$ cat src/common/cantx_pkg.sv
// constants, register map and carrier types for the can transmit buffer control block
package cantx_pkg;

    ////////////////////////////////////////////////////////////////////////////////
    // widths
    localparam int          CANTX_ADDR_W     = 8;
    localparam int          CANTX_DATA_W     = 32;
    localparam int          CANTX_CTRL_W     = 8;
    localparam int          CANTX_MAX_BUF    = 4;

    ////////////////////////////////////////////////////////////////////////////////
    // register offsets (byte addresses)
    localparam logic [7:0]  CTRL_BASE_OFFS   = 8'h00;
    localparam logic [7:0]  STATUS_OFFS      = 8'h10;
    localparam logic [7:0]  MASK_OFFS        = 8'h14;

    ////////////////////////////////////////////////////////////////////////////////
    // tx_buffer_control field positions and reset value
    localparam int          CTRL_ABT_BIT     = 6;
    localparam int          CTRL_ARB_BIT     = 5;
    localparam int          CTRL_ERR_BIT     = 4;
    localparam int          CTRL_REQ_BIT     = 3;
    localparam int          CTRL_PRI_LSB     = 0;
    localparam logic [7:0]  CTRL_RESET       = 8'h00;
    localparam logic [1:0]  PRIO_RESET       = 2'h0;

    ////////////////////////////////////////////////////////////////////////////////
    // interrupt status layout: one nibble per buffer
    localparam int          ST_PER_BUF       = 4;
    localparam int          ST_SENT_BIT      = 0;
    localparam int          ST_ABT_BIT       = 1;
    localparam int          ST_ARB_BIT       = 2;
    localparam int          ST_ERR_BIT       = 3;

    ////////////////////////////////////////////////////////////////////////////////
    // axi responses
    localparam logic [1:0]  RESP_OKAY        = 2'h0;
    localparam logic [1:0]  RESP_SLVERR      = 2'h2;

    ////////////////////////////////////////////////////////////////////////////////
    // types
    typedef logic [1:0] cantx_idx_t;
    typedef logic [1:0] cantx_prio_t;

    typedef struct packed {
        logic sent;
        logic aborted;
        logic arb_lost;
        logic bus_err;
    } cantx_ev_s;

    typedef struct packed {
        cantx_ev_s  ev;
        cantx_idx_t idx;
    } cantx_outcome_s;

    typedef struct packed {
        logic        valid;
        cantx_idx_t  idx;
        cantx_prio_t prio;
    } cantx_sel_s;

endpackage

$ cat src/design/cantx_buf_reg.sv
// one transmit buffer: control register, outcome flags and abort request
`timescale 1ns/1ps
`default_nettype none
module cantx_buf_reg
    import cantx_pkg::*;
(
    input  wire logic        aclk,
    input  wire logic        aresetn,
    input  wire logic        wr_en,
    input  wire logic [7:0]  wr_data,
    input  wire cantx_ev_s   ev,
    output logic      [7:0]  ctrl_rd,
    output logic             send_req,
    output cantx_prio_t      prio,
    output logic             abort_req
);

    logic        req_q,   req_d;
    logic        abort_q, abort_d;
    logic        abt_q,   abt_d;
    logic        arb_q,   arb_d;
    logic        err_q,   err_d;
    cantx_prio_t prio_q,  prio_d;

    wire wr_set_req = wr_en && wr_data[CTRL_REQ_BIT];
    wire wr_queue   = wr_set_req && !req_q;
    wire wr_clr_req = wr_en && !wr_data[CTRL_REQ_BIT] && req_q;
    wire finished   = ev.sent || ev.aborted;

    // request drops only on the engine's answer; a clear by software only asks for abort
    assign req_d   = finished ? 1'b0 : (wr_set_req ? 1'b1 : req_q);
    assign abort_d = (finished || wr_set_req) ? 1'b0 : (wr_clr_req || abort_q);
    // queuing clears the flags, but a same-cycle event still sets
    assign abt_d   = ev.aborted  || (abt_q && !wr_queue);
    assign arb_d   = ev.arb_lost || (arb_q && !wr_queue);
    assign err_d   = ev.bus_err  || (err_q && !wr_queue);
    assign prio_d  = wr_en ? wr_data[CTRL_PRI_LSB +: 2] : prio_q;

    always_ff @(posedge aclk) begin
        if (!aresetn) begin
            req_q   <= 1'b0;
            abort_q <= 1'b0;
            abt_q   <= 1'b0;
            arb_q   <= 1'b0;
            err_q   <= 1'b0;
            prio_q  <= PRIO_RESET;
        end else begin
            req_q   <= req_d;
            abort_q <= abort_d;
            abt_q   <= abt_d;
            arb_q   <= arb_d;
            err_q   <= err_d;
            prio_q  <= prio_d;
        end
    end

    // bits 7 and 2 hold no storage
    assign ctrl_rd   = {1'b0, abt_q, arb_q, err_q, req_q, 1'b0, prio_q};
    assign send_req  = req_q;
    assign prio      = prio_q;
    assign abort_req = abort_q;

endmodule // cantx_buf_reg
`default_nettype wire

$ cat src/design/cantx_buffer_ctrl.sv
// top of the can transmit buffer control block with axi4-lite register slave
//
// The implementer's own choices: the register addresses and the AXI4-Lite register port.
`timescale 1ns/1ps
`default_nettype none
module cantx_buffer_ctrl
    import cantx_pkg::*;
#(
    parameter int NUM_BUF = 3
)(
    input  wire logic                     aclk,
    input  wire logic                     aresetn,
    // axi4-lite write address
    input  wire logic [CANTX_ADDR_W-1:0]  s_axi_awaddr,
    input  wire logic                     s_axi_awvalid,
    output logic                          s_axi_awready,
    // axi4-lite write data
    input  wire logic [CANTX_DATA_W-1:0]  s_axi_wdata,
    input  wire logic [3:0]               s_axi_wstrb,
    input  wire logic                     s_axi_wvalid,
    output logic                          s_axi_wready,
    // axi4-lite write response
    output logic      [1:0]               s_axi_bresp,
    output logic                          s_axi_bvalid,
    input  wire logic                     s_axi_bready,
    // axi4-lite read address
    input  wire logic [CANTX_ADDR_W-1:0]  s_axi_araddr,
    input  wire logic                     s_axi_arvalid,
    output logic                          s_axi_arready,
    // axi4-lite read data
    output logic      [CANTX_DATA_W-1:0]  s_axi_rdata,
    output logic      [1:0]               s_axi_rresp,
    output logic                          s_axi_rvalid,
    input  wire logic                     s_axi_rready,
    // protocol engine side
    output cantx_sel_s                    tx_sel,
    output logic      [NUM_BUF-1:0]       tx_send_request,
    output logic      [NUM_BUF-1:0]       tx_abort_req,
    input  wire cantx_outcome_s           eng_outcome,
    // interrupt
    output logic                          irq
);

    localparam int ST_W = ST_PER_BUF * NUM_BUF;

    ////////////////////////////////////////////////////////////////////////////////
    // address decode shared by the read and write paths

    function automatic logic ctrl_hit(input logic [CANTX_ADDR_W-1:0] a);
        return (a[1:0] == 2'h0)
            && (a >= CTRL_BASE_OFFS)
            && ((a - CTRL_BASE_OFFS) < CANTX_ADDR_W'(4 * NUM_BUF));
    endfunction

    function automatic cantx_idx_t ctrl_idx(input logic [CANTX_ADDR_W-1:0] a);
        logic [CANTX_ADDR_W-1:0] rel;
        rel = a - CTRL_BASE_OFFS;
        return rel[3:2];
    endfunction

    ////////////////////////////////////////////////////////////////////////////////
    // write channel: address and data are taken independently and held

    logic                    aw_have_q;
    logic                    w_have_q;
    logic [CANTX_ADDR_W-1:0] awaddr_q;
    logic [CANTX_DATA_W-1:0] wdata_q;
    logic [3:0]              wstrb_q;
    logic                    bvalid_q;
    logic [1:0]              bresp_q;

    wire aw_fire = s_axi_awvalid && s_axi_awready;
    wire w_fire  = s_axi_wvalid && s_axi_wready;
    wire b_fire  = bvalid_q && s_axi_bready;
    // one write is performed once both halves are held and no response is waiting
    wire wr_fire = aw_have_q && w_have_q && !bvalid_q;

    wire        wr_ctrl_hit   = ctrl_hit(awaddr_q);
    wire        wr_status_hit = (awaddr_q == STATUS_OFFS);
    wire        wr_mask_hit   = (awaddr_q == MASK_OFFS);
    wire        wr_mapped     = wr_ctrl_hit || wr_status_hit || wr_mask_hit;
    wire cantx_idx_t wr_idx   = ctrl_idx(awaddr_q);

    assign s_axi_awready = !aw_have_q;
    assign s_axi_wready  = !w_have_q;

    always_ff @(posedge aclk) begin
        if (!aresetn) begin
            aw_have_q <= 1'b0;
            awaddr_q  <= '0;
        end else if (aw_fire) begin
            aw_have_q <= 1'b1;
            awaddr_q  <= s_axi_awaddr;
        end else if (wr_fire) begin
            aw_have_q <= 1'b0;
        end
    end

    always_ff @(posedge aclk) begin
        if (!aresetn) begin
            w_have_q <= 1'b0;
            wdata_q  <= '0;
            wstrb_q  <= '0;
        end else if (w_fire) begin
            w_have_q <= 1'b1;
            wdata_q  <= s_axi_wdata;
            wstrb_q  <= s_axi_wstrb;
        end else if (wr_fire) begin
            w_have_q <= 1'b0;
        end
    end

    always_ff @(posedge aclk) begin
        if (!aresetn) begin
            bvalid_q <= 1'b0;
            bresp_q  <= RESP_OKAY;
        end else if (wr_fire) begin
            bvalid_q <= 1'b1;
            bresp_q  <= wr_mapped ? RESP_OKAY : RESP_SLVERR;
        end else if (b_fire) begin
            bvalid_q <= 1'b0;
        end
    end

    assign s_axi_bvalid = bvalid_q;
    assign s_axi_bresp  = bresp_q;

    ////////////////////////////////////////////////////////////////////////////////
    // transmit buffers

    logic [NUM_BUF-1:0][7:0] buf_ctrl;
    logic [NUM_BUF-1:0][1:0] buf_prio;
    logic [NUM_BUF-1:0]      buf_req;
    logic [NUM_BUF-1:0]      buf_abort;
    cantx_ev_s [NUM_BUF-1:0] buf_ev;

    for (genvar i = 0; i < NUM_BUF; i++) begin : g_buf
        // the control byte sits in lane 0; other lanes are ignored
        wire buf_wr = wr_fire && wr_ctrl_hit && (wr_idx == cantx_idx_t'(i)) && wstrb_q[0];
        // outcomes for a buffer that is not queued are dropped
        wire ev_hit = (eng_outcome.idx == cantx_idx_t'(i)) && buf_req[i];
        assign buf_ev[i] = ev_hit ? eng_outcome.ev : '0;

        cantx_buf_reg u_buf (
            .aclk      (aclk),
            .aresetn   (aresetn),
            .wr_en     (buf_wr),
            .wr_data   (wdata_q[7:0]),
            .ev        (buf_ev[i]),
            .ctrl_rd   (buf_ctrl[i]),
            .send_req  (buf_req[i]),
            .prio      (buf_prio[i]),
            .abort_req (buf_abort[i])
        );
    end

    // a buffer waiting for its abort is not offered again
    wire [NUM_BUF-1:0] sel_pending = buf_req & ~buf_abort;

    cantx_prio_sel #(
        .NUM_BUF (NUM_BUF)
    ) u_sel (
        .aclk    (aclk),
        .aresetn (aresetn),
        .pending (sel_pending),
        .prio    (buf_prio),
        .sel     (tx_sel)
    );

    assign tx_send_request = buf_req;
    assign tx_abort_req    = buf_abort;

    ////////////////////////////////////////////////////////////////////////////////
    // read channel

    logic                    rvalid_q;
    logic [CANTX_DATA_W-1:0] rdata_q;
    logic [1:0]              rresp_q;

    wire rd_fire = s_axi_arvalid && s_axi_arready;
    wire r_fire  = rvalid_q && s_axi_rready;

    wire             rd_ctrl_hit   = ctrl_hit(s_axi_araddr);
    wire             rd_status_hit = (s_axi_araddr == STATUS_OFFS);
    wire             rd_mask_hit   = (s_axi_araddr == MASK_OFFS);
    wire             rd_mapped     = rd_ctrl_hit || rd_status_hit || rd_mask_hit;
    wire cantx_idx_t rd_idx        = ctrl_idx(s_axi_araddr);

    logic [ST_W-1:0] status_q;
    logic [ST_W-1:0] mask_q;

    wire [7:0]              rd_ctrl_byte = buf_ctrl[rd_idx];
    wire [CANTX_DATA_W-1:0] rd_word =
        rd_ctrl_hit   ? {{(CANTX_DATA_W-8){1'b0}}, rd_ctrl_byte} :
        rd_status_hit ? {{(CANTX_DATA_W-ST_W){1'b0}}, status_q}  :
        rd_mask_hit   ? {{(CANTX_DATA_W-ST_W){1'b0}}, mask_q}    :
                        '0;

    assign s_axi_arready = !rvalid_q;

    always_ff @(posedge aclk) begin
        if (!aresetn) begin
            rvalid_q <= 1'b0;
            rdata_q  <= '0;
            rresp_q  <= RESP_OKAY;
        end else if (rd_fire) begin
            rvalid_q <= 1'b1;
            rdata_q  <= rd_word;
            rresp_q  <= rd_mapped ? RESP_OKAY : RESP_SLVERR;
        end else if (r_fire) begin
            rvalid_q <= 1'b0;
        end
    end

    assign s_axi_rvalid = rvalid_q;
    assign s_axi_rdata  = rdata_q;
    assign s_axi_rresp  = rresp_q;

    ////////////////////////////////////////////////////////////////////////////////
    // interrupt status, mask and output

    logic [ST_W-1:0] st_set;
    logic            irq_q;

    always_comb begin
        st_set = '0;
        for (int i = 0; i < NUM_BUF; i++) begin
            st_set[ST_PER_BUF*i + ST_SENT_BIT] = buf_ev[i].sent;
            st_set[ST_PER_BUF*i + ST_ABT_BIT]  = buf_ev[i].aborted;
            st_set[ST_PER_BUF*i + ST_ARB_BIT]  = buf_ev[i].arb_lost;
            st_set[ST_PER_BUF*i + ST_ERR_BIT]  = buf_ev[i].bus_err;
        end
    end

    // read-to-clear; an event in the clearing cycle survives
    wire             st_clr    = rd_fire && rd_status_hit;
    wire [ST_W-1:0]  status_d  = st_set | (st_clr ? '0 : status_q);
    wire [15:0]      mask_wide = {wdata_q[15:8] & {8{wstrb_q[1]}}, wdata_q[7:0] & {8{wstrb_q[0]}}};
    wire [15:0]      mask_keep = {{8{!wstrb_q[1]}}, {8{!wstrb_q[0]}}};
    wire [15:0]      mask_cur  = {{(16-ST_W){1'b0}}, mask_q};
    wire [15:0]      mask_new  = mask_wide | (mask_cur & mask_keep);
    wire             mask_wr   = wr_fire && wr_mask_hit;

    always_ff @(posedge aclk) begin
        if (!aresetn) begin
            status_q <= '0;
            mask_q   <= '0;
            irq_q    <= 1'b0;
        end else begin
            status_q <= status_d;
            irq_q    <= |(status_d & (mask_wr ? mask_new[ST_W-1:0] : mask_q));
            if (mask_wr) begin
                mask_q <= mask_new[ST_W-1:0];
            end
        end
    end

    assign irq = irq_q;

endmodule // cantx_buffer_ctrl
`default_nettype wire

$ cat src/design/cantx_prio_sel.sv
// picks the pending buffer that the protocol engine should send next
`timescale 1ns/1ps
`default_nettype none
module cantx_prio_sel
    import cantx_pkg::*;
#(
    parameter int NUM_BUF = 3
)(
    input  wire logic                       aclk,
    input  wire logic                       aresetn,
    input  wire logic        [NUM_BUF-1:0]  pending,
    input  wire logic [NUM_BUF-1:0][1:0]    prio,
    output cantx_sel_s                      sel
);

    cantx_sel_s best;
    cantx_sel_s sel_q;

    // higher level first; on equal level the higher buffer number wins
    always_comb begin
        best = '0;
        for (int i = 0; i < NUM_BUF; i++) begin
            if (pending[i] && (!best.valid || prio[i] >= best.prio)) begin
                best.valid = 1'b1;
                best.idx   = cantx_idx_t'(i);
                best.prio  = prio[i];
            end
        end
    end

    always_ff @(posedge aclk) begin
        if (!aresetn) begin
            sel_q <= '0;
        end else begin
            sel_q <= best;
        end
    end

    // priority only orders buffers; the identifier path never sees it
    assign sel = sel_q;

endmodule // cantx_prio_sel
`default_nettype wire

$ cat config.mk
export PLATFORM = sky130hd
export DESIGN_NAME = cantx_buffer_ctrl
export DESIGN_NICKNAME = d
export VERILOG_FILES = /design/src/common/cantx_pkg.sv /design/src/design/cantx_buf_reg.sv /design/src/design/cantx_buffer_ctrl.sv /design/src/design/cantx_prio_sel.sv
export SDC_FILE = /design/constraint.sdc
export NUM_CORES = 1
export LEC_CHECK = 0
export ABC_AREA = 0
export ABC_CLOCK_PERIOD_IN_PS = 3900
export BUFFER_PORTS_ARGS = -buffer_cell sky130_fd_sc_hd__buf_2
export CAP_MARGIN = 20
export CORE_AREA = 5 5 110 112
export CTS_CLUSTER_DIAMETER = 150
export DETAILED_ROUTE_END_ITERATION = 10
export DIE_AREA = 0 0 115 117
export HOLD_SLACK_MARGIN = 0.15
export SETUP_SLACK_MARGIN = 0.05
export SYNTH_ARGS = -nofsm -noshare
export SYNTH_HDL_FRONTEND = slang
export SYNTH_SLANG_ARGS = --single-unit
export TNS_END_PERCENT = 30
$ cat constraint.sdc
create_clock -name aclk -period 3.9 [get_ports aclk]
set_input_delay 0.975 -clock aclk [delete_from_list [all_inputs] [get_ports aclk]]
set_output_delay 0.975 -clock aclk [all_outputs]
set_load 0.03 [all_outputs]
* Word level (Yosys, flattened, before mapping) *
Cells that the tools add are included.

word-level totals
  input bits = 65
  bits in registers = 113

cells by class
  eq/ne operators = 8
  muxes and demuxes = 22
  magnitude comparators = 7
  bitwise operators = 9
  reductions and logical operators = 101

operators with widths
  cell                                                                                  number
  12-bit two-way mux                                                                    5
  1-bit logical AND                                                                     46
  8-bit by 5-bit == test with 1-bit output (second input constant)                      4
  12-bit AND                                                                            2
  1-bit logical OR                                                                      24
  12-bit OR                                                                             2
  8-bit binary-select mux with 2-bit select                                             1
  8-bit by 1-bit greater-or-equal comparator with 1-bit output (second input constant)  2
  8-bit by 4-bit less-than comparator with 1-bit output (second input constant)         2
  1-bit zero test                                                                       15
  5-bit two-way mux                                                                     3
  2-bit OR reduction                                                                    7
  4-bit two-way mux                                                                     3
  12-bit OR reduction                                                                   1
  8-bit AND                                                                             1
  2-bit zero test                                                                       4
  8-bit two-way mux                                                                     1
  2-bit nonzero test                                                                    4
  1-bit two-way mux                                                                     7
  4-bit AND                                                                             1
  2-bit by 1-bit == test with 1-bit output (second input constant)                      2
  2-bit == test (second input constant)                                                 2
  2-bit greater-or-equal comparator                                                     2
  2-bit two-way mux                                                                     2
  other kinds (4)                                                                       4

* Longest topological paths before layout *
  depth after elaboration = 11
  depth in mapped cells = 14
  depth with buffers taken out = 14

* Hierarchy *
From an unflattened synthesis, not the netlist that was laid out.

second synthesis, totals
  cell total of the unflattened synthesis = 529
  area total of the unflattened synthesis = 4596.9 um^2

by module, submodules not included
  module             sequential area each (um^2)  times used  cells an instance  area each (um^2)
  cantx_buffer_ctrl  1301.2                       1           390                3295.7
  cantx_buf_reg      140.1                        3           35                 327.8
  cantx_prio_sel     100.1                        1           34                 317.8

* Worst setup path after synthesis *
OpenSTA, ideal clock, no wires.

  path type = input to register
  start point = input port s_axi_araddr[3]
  end point = register irq_q, in the netlist irq
  cell stages on the path = 7
  required time = 3.761 ns
  path slack = 1.015 ns
  data arrival time = 2.746 ns
  cell sequence = buf_6 -> or4_4 -> buf_6 -> or3_4 -> a22o_1 -> a2111oi_2 -> a41oi_1

between the ends
  word-level cells in the longest chain between the ends = 6

ends and longest elaborated chain
  item                                      RTL line                  RTL
  start, declared                           cantx_buffer_ctrl.sv:27   input wire logic [CANTX_ADDR_W-1:0] s_axi_araddr,
  8-bit by 5-bit == test with 1-bit output  cantx_buffer_ctrl.sv:184  wire rd_status_hit = (s_axi_araddr == STATUS_OFFS);
  1-bit logical AND                         cantx_buffer_ctrl.sv:236  wire st_clr = rd_fire && rd_status_hit;
  12-bit two-way mux                        cantx_buffer_ctrl.sv:237  wire [ST_W-1:0] status_d = st_set | (st_clr ? '0 : status_q);
  12-bit OR                                 cantx_buffer_ctrl.sv:237
  12-bit AND                                cantx_buffer_ctrl.sv:251  irq_q <= |(status_d & (mask_wr ? mask_new[ST_W-1:0] : mask_q));
  12-bit OR reduction                       cantx_buffer_ctrl.sv:251
  end signal, assigned                      cantx_buffer_ctrl.sv:251
  end, declared                             cantx_buffer_ctrl.sv:223  logic irq_q;

Every way passes these cells.
A chain may end at the register's enable or synchronous reset.

* Worst setup path in the final report *
  start point = register g_buf[0].u_buf.req_q
  end point = register u_sel.sel_q (netlist bit u_sel.sel[1])

between the ends
  word-level cells in the longest chain between the ends = 10

ends and longest elaborated chain
  item                                                                         RTL line                  RTL
  start, declared                                                              cantx_buf_reg.sv:18       logic req_q, req_d;
  start signal, assigned                                                       cantx_buf_reg.sv:48       req_q <= req_d;
  3-bit AND (*)                                                                cantx_buffer_ctrl.sv:158  wire [NUM_BUF-1:0] sel_pending = buf_req & ~buf_abort;
  5-bit two-way mux (*)                                                        cantx_prio_sel.sv:23      if (pending[i] && (!best.valid || prio[i] >= best.prio)) begin
  2-bit greater-or-equal comparator / 1-bit zero test (equally long branches)  cantx_prio_sel.sv:23
  1-bit logical OR                                                             cantx_prio_sel.sv:23
  1-bit logical AND                                                            cantx_prio_sel.sv:23
  5-bit two-way mux (*)                                                        cantx_prio_sel.sv:23
  2-bit greater-or-equal comparator / 1-bit zero test (equally long branches)  cantx_prio_sel.sv:23
  1-bit logical OR                                                             cantx_prio_sel.sv:23
  1-bit logical AND                                                            cantx_prio_sel.sv:23
  5-bit two-way mux (*)                                                        cantx_prio_sel.sv:23
  end signal, assigned                                                         cantx_prio_sel.sv:35      sel_q <= best;
  end, declared                                                                cantx_prio_sel.sv:17      cantx_sel_s sel_q;

Every way passes the cells marked *; elsewhere a longest branch is shown, timed or not.

==> summary.md <==
| Metric | Value |
|---|---|
| Cell with the most instances after synthesis | `dfxtp_1` |
| GRT Overall Usage | `0.166` |
| Max-slew headroom | `0.363` |
| RePlAce Congestion | `0.898` |
| Post-route minimum period | `3.27 ns` |
| Post-synth top flop | `dfxtp_1` |
| WHS Path Cells | `2` |
| Clock Pin Slew Worst Setup and Hold Paths | `0.07 ns` |
| Least-Margin Pin Slew | `0.954 ns` |
| DR vias/cell | `5.15` |
| Syn avg cell area | `8.76 um^2` |
| Slew Limit Fails | `0` |
| # diodes | `0` |
| Filler instances | `1,100` |
| Type of the worst setup path | `flop to flop` |
| Initial Utilization | `0.382` |
| Fin Setup TNS | `0 ns` |
| Die Y-Extent | `117 um` |
| YS warnings | `0` |
| CP startpoint kind | `flop` |
| Pwr/cell area | `430 nW/um^2` |
| Worst path buffer plus inverter count | `0` |
| DRT iter0 DRCs | `243` |
| Leakage power | `1.98 nW` |
| Area of the mapped netlist | `4250 um^2` |
| Post-synth top area cell | `dfxtp_1` |
| Num rows | `39` |
| WL per Instance | `15.6 um` |
| Slowest stage delay, CP | `0.54 ns` |
| Crit-path slowest cell | `o311ai_1` |
| Fin crit share | `0.837` |
| Via count | `3,517` |
| CTS Hold Bufs | `0` |
| Synth top area cells | `dfxtp_1 43%, mux2i_1 8.0%, a21oi_1 6.0%, buf_4 4.9%, nand2_1 4.8%` |
| Fraction of layout cells with a size suffix above 1 | `0.191` |
| Ports | `118` |
| Port Buffer Count | `73` |
| Reg-to-reg startpoint | `g_buf[0].u_buf.send_req` |
| Asr flop ratio synth | `0` |
| Worst path most repeated cell | `ha_1` |
| Number of global-route vias before repair | `3,341` |
| Register area | `1820 um^2` |
| Antenna violations before repair | `0` |
| RSZ-0062 raised after global routing | `no` |
| Worst reg-to-reg path cell count | `11` |
| CTS HTree Levels | `3` |
| TritonCTS Buffers | `9` |
| Reg2Reg Capture Point | `u_sel.sel[1]` |
| Total congestion overflow | `0` |
| Pre-antenna DRT Iters | `4` |
| Crit end category | `flop` |
| Top post-synthesis cells by count | `91 x dfxtp_1, 54 x nand2_1, 51 x a21oi_1` |
| Clock skew | `0.00748 ns` |
| Postcts setup bufs | `0` |
| Clk_lat worst skew | `0.35 ns` |
| Antenna viol nets, final | `0` |
| CTS tree | `built` |
| Critical path data required time | `4.16 ns` |
| Largest net degree at the start of global routing | `30` |
| #FFs+latches synth | `91` |
| Layout Nets | `604` |
| Clock Path Buffers | `2` |
| Highest ir drop seen on vdd | `0.000192 V` |
| Critical Path AT | `3.52 ns` |
| Peak Freq | `0.306 GHz` |
| Final setup vio count | `0` |
| Post-synth EDFFs | `0` |
| # resized after CTS | `0` |
| Worst Hold End | `s_axi_rresp[1]` |
| Global-route wire length before repair | `17,400 um` |
| DP Wirelength | `8230 um` |
| Final Hold Viols | `0` |
| Crit-path leading delay family | `compound AO/OA/AOI/OAI gates` |
| Hold Path Origin | `s_axi_rresp[1]` |
| Die ar. | `13,500 um^2` |
| Drt total wl | `10,700 um` |
| Hold Crit Class | `flop to flop` |
| Worst-path fanout max | `9` |
| Synth top area share | `0.429` |
| Die X | `115 um` |
| P&R area growth vs syn | `14.7%` |
| DRC Markers | `0` |
| Root Driver | `clkbuf_16` |
| Multi-input logic area | `2100 um^2` |
| Mapped Cells | `485` |
| Clock Sinks | `91` |
| Final core occ | `0.438` |
| Max_cap viols | `0` |
| Post-synthesis sequential area ratio | `0.429` |
| Core Footprint | `11,100 um^2` |
| Total Power Consumption | `2.10 mW` |
| Distinct cells, synth | `52` |
| R2R Setup Slk | `0.63 ns` |
| Outcome | `complete, no violations` |
| Critical-path cell list | `nor2b_1 > nand2_1 > ha_1 > o21ai_0 > a31oi_1 > mux2_2 > ha_1 > a21boi_0 > o311ai_1 > nor2_1 > a211oi_1` |
## placed cells by master (no fill, tap or decap), types with 3 or more instances in the layout
cell	n
o41ai_1	6
and2_1	6
a21oi_1	51
dfxtp_1	91
clkinvlp_4	3
clkbuf_16	9
a22oi_1	7
nor3b_1	5
inv_1	14
a21boi_0	4
buf_4	3
conb_1	22
nand2b_1	4
a211oi_1	6
nand4_1	6
nand4b_1	3
nand2_1	54
nand3_1	6
a2bb2oi_1	11
o31ai_1	6
ha_1	4
mux2i_1	34
buf_2	73
nor2b_1	6
nor2_1	46
o21ai_0	19
## metal layers
metal / wire length [um] / GRT usage / part of all wire / vias to the layer above
met1: 5090 / 0.225 / 0.48 / 1631
met3: 597 / 0.0350 / 0.056 / 13
met5: 0 / 0 / 0 / -
li1: - / - / - / 1778
met2: 4790 / 0.262 / 0.45 / 95
met4: 180 / 0.0610 / 0.017 / 0
## worst max-delay path by stage
stage	start	cells after the start	slack, ns	endpoint
6_report	g_buf[0].u_buf.send_req	11	0.63	u_sel.sel[1]
5_1_grt	g_buf[0].u_buf.send_req	13	0.29	u_sel.sel[1]
4_1_cts	g_buf[0].u_buf.send_req	11	0.63	u_sel.sel[1]
3_5_place_dp	g_buf[0].u_buf.send_req	11	0.65	u_sel.sel[1]
3_3_place_gp	g_buf[0].u_buf.send_req	11	0.69	u_sel.sel[0]
2_1_floorplan	s_axi_araddr[3]	7	1.01	irq
## layout make-up
class	count	share of cell area
clock buffers	9	0.0462
clock inverters	7	0.0205
inverters	15	0.0116
multi-input cells	342	0.432
flip-flops and latches	91	0.374
well taps	143	0.0367
repair buffers	76	0.0796
## where the power goes
| part | leakage (nW) | switching (mW) | internal [mW] |
|---|---|---|---|
| combinational | 1.09 | 0.128 | 0.0527 |
| sequential | 0.739 | 0.0243 | 0.952 |
| clock | 0.149 | 0.376 | 0.566 |
## through the flow
step | hold slack (ns) | std cells | instance area (um^2) | setup WS (ns)
4_1_cts | 0.461 | 683 | 4870 | 0.628
5_1_grt | 0.486 | 683 | 4870 | 0.292
3_3_place_gp | 0.445 | 667 | 4550 | 0.693
2_1_floorplan | 0.434 | 506 | 4330 | 1.01
3_5_place_dp | 0.453 | 667 | 4550 | 0.654
6_report | 0.457 | 683 | 4870 | 0.634
## flip-flops by register name (all words and copies together), names as in the netlist, 5 cells and up
signal            flops
mask_q               12
s_axi_rdata          12
status_q             12
wdata_q              12
awaddr_q              8
g_buf.u_buf.prio      6
u_sel.sel             5
## tightest hold or removal path: cells and delay by family (launching register included)
family | cells | cell delay [ns]
flops | 1 | 0.31
simple gates | 1 | 0.05
compound gates | 1 | 0.05
## cell families after synthesis
group           after synthesis  share of synthesized area
flops                        91                      0.429
buf+inv                      73                     0.0951
other cells                   1                   0.000882
compound gates              122                      0.185
mux                          37                     0.0880
fa+ha+maj                     4                     0.0118
simple gates                157                      0.190
Power figures use the tool's default switching activity.
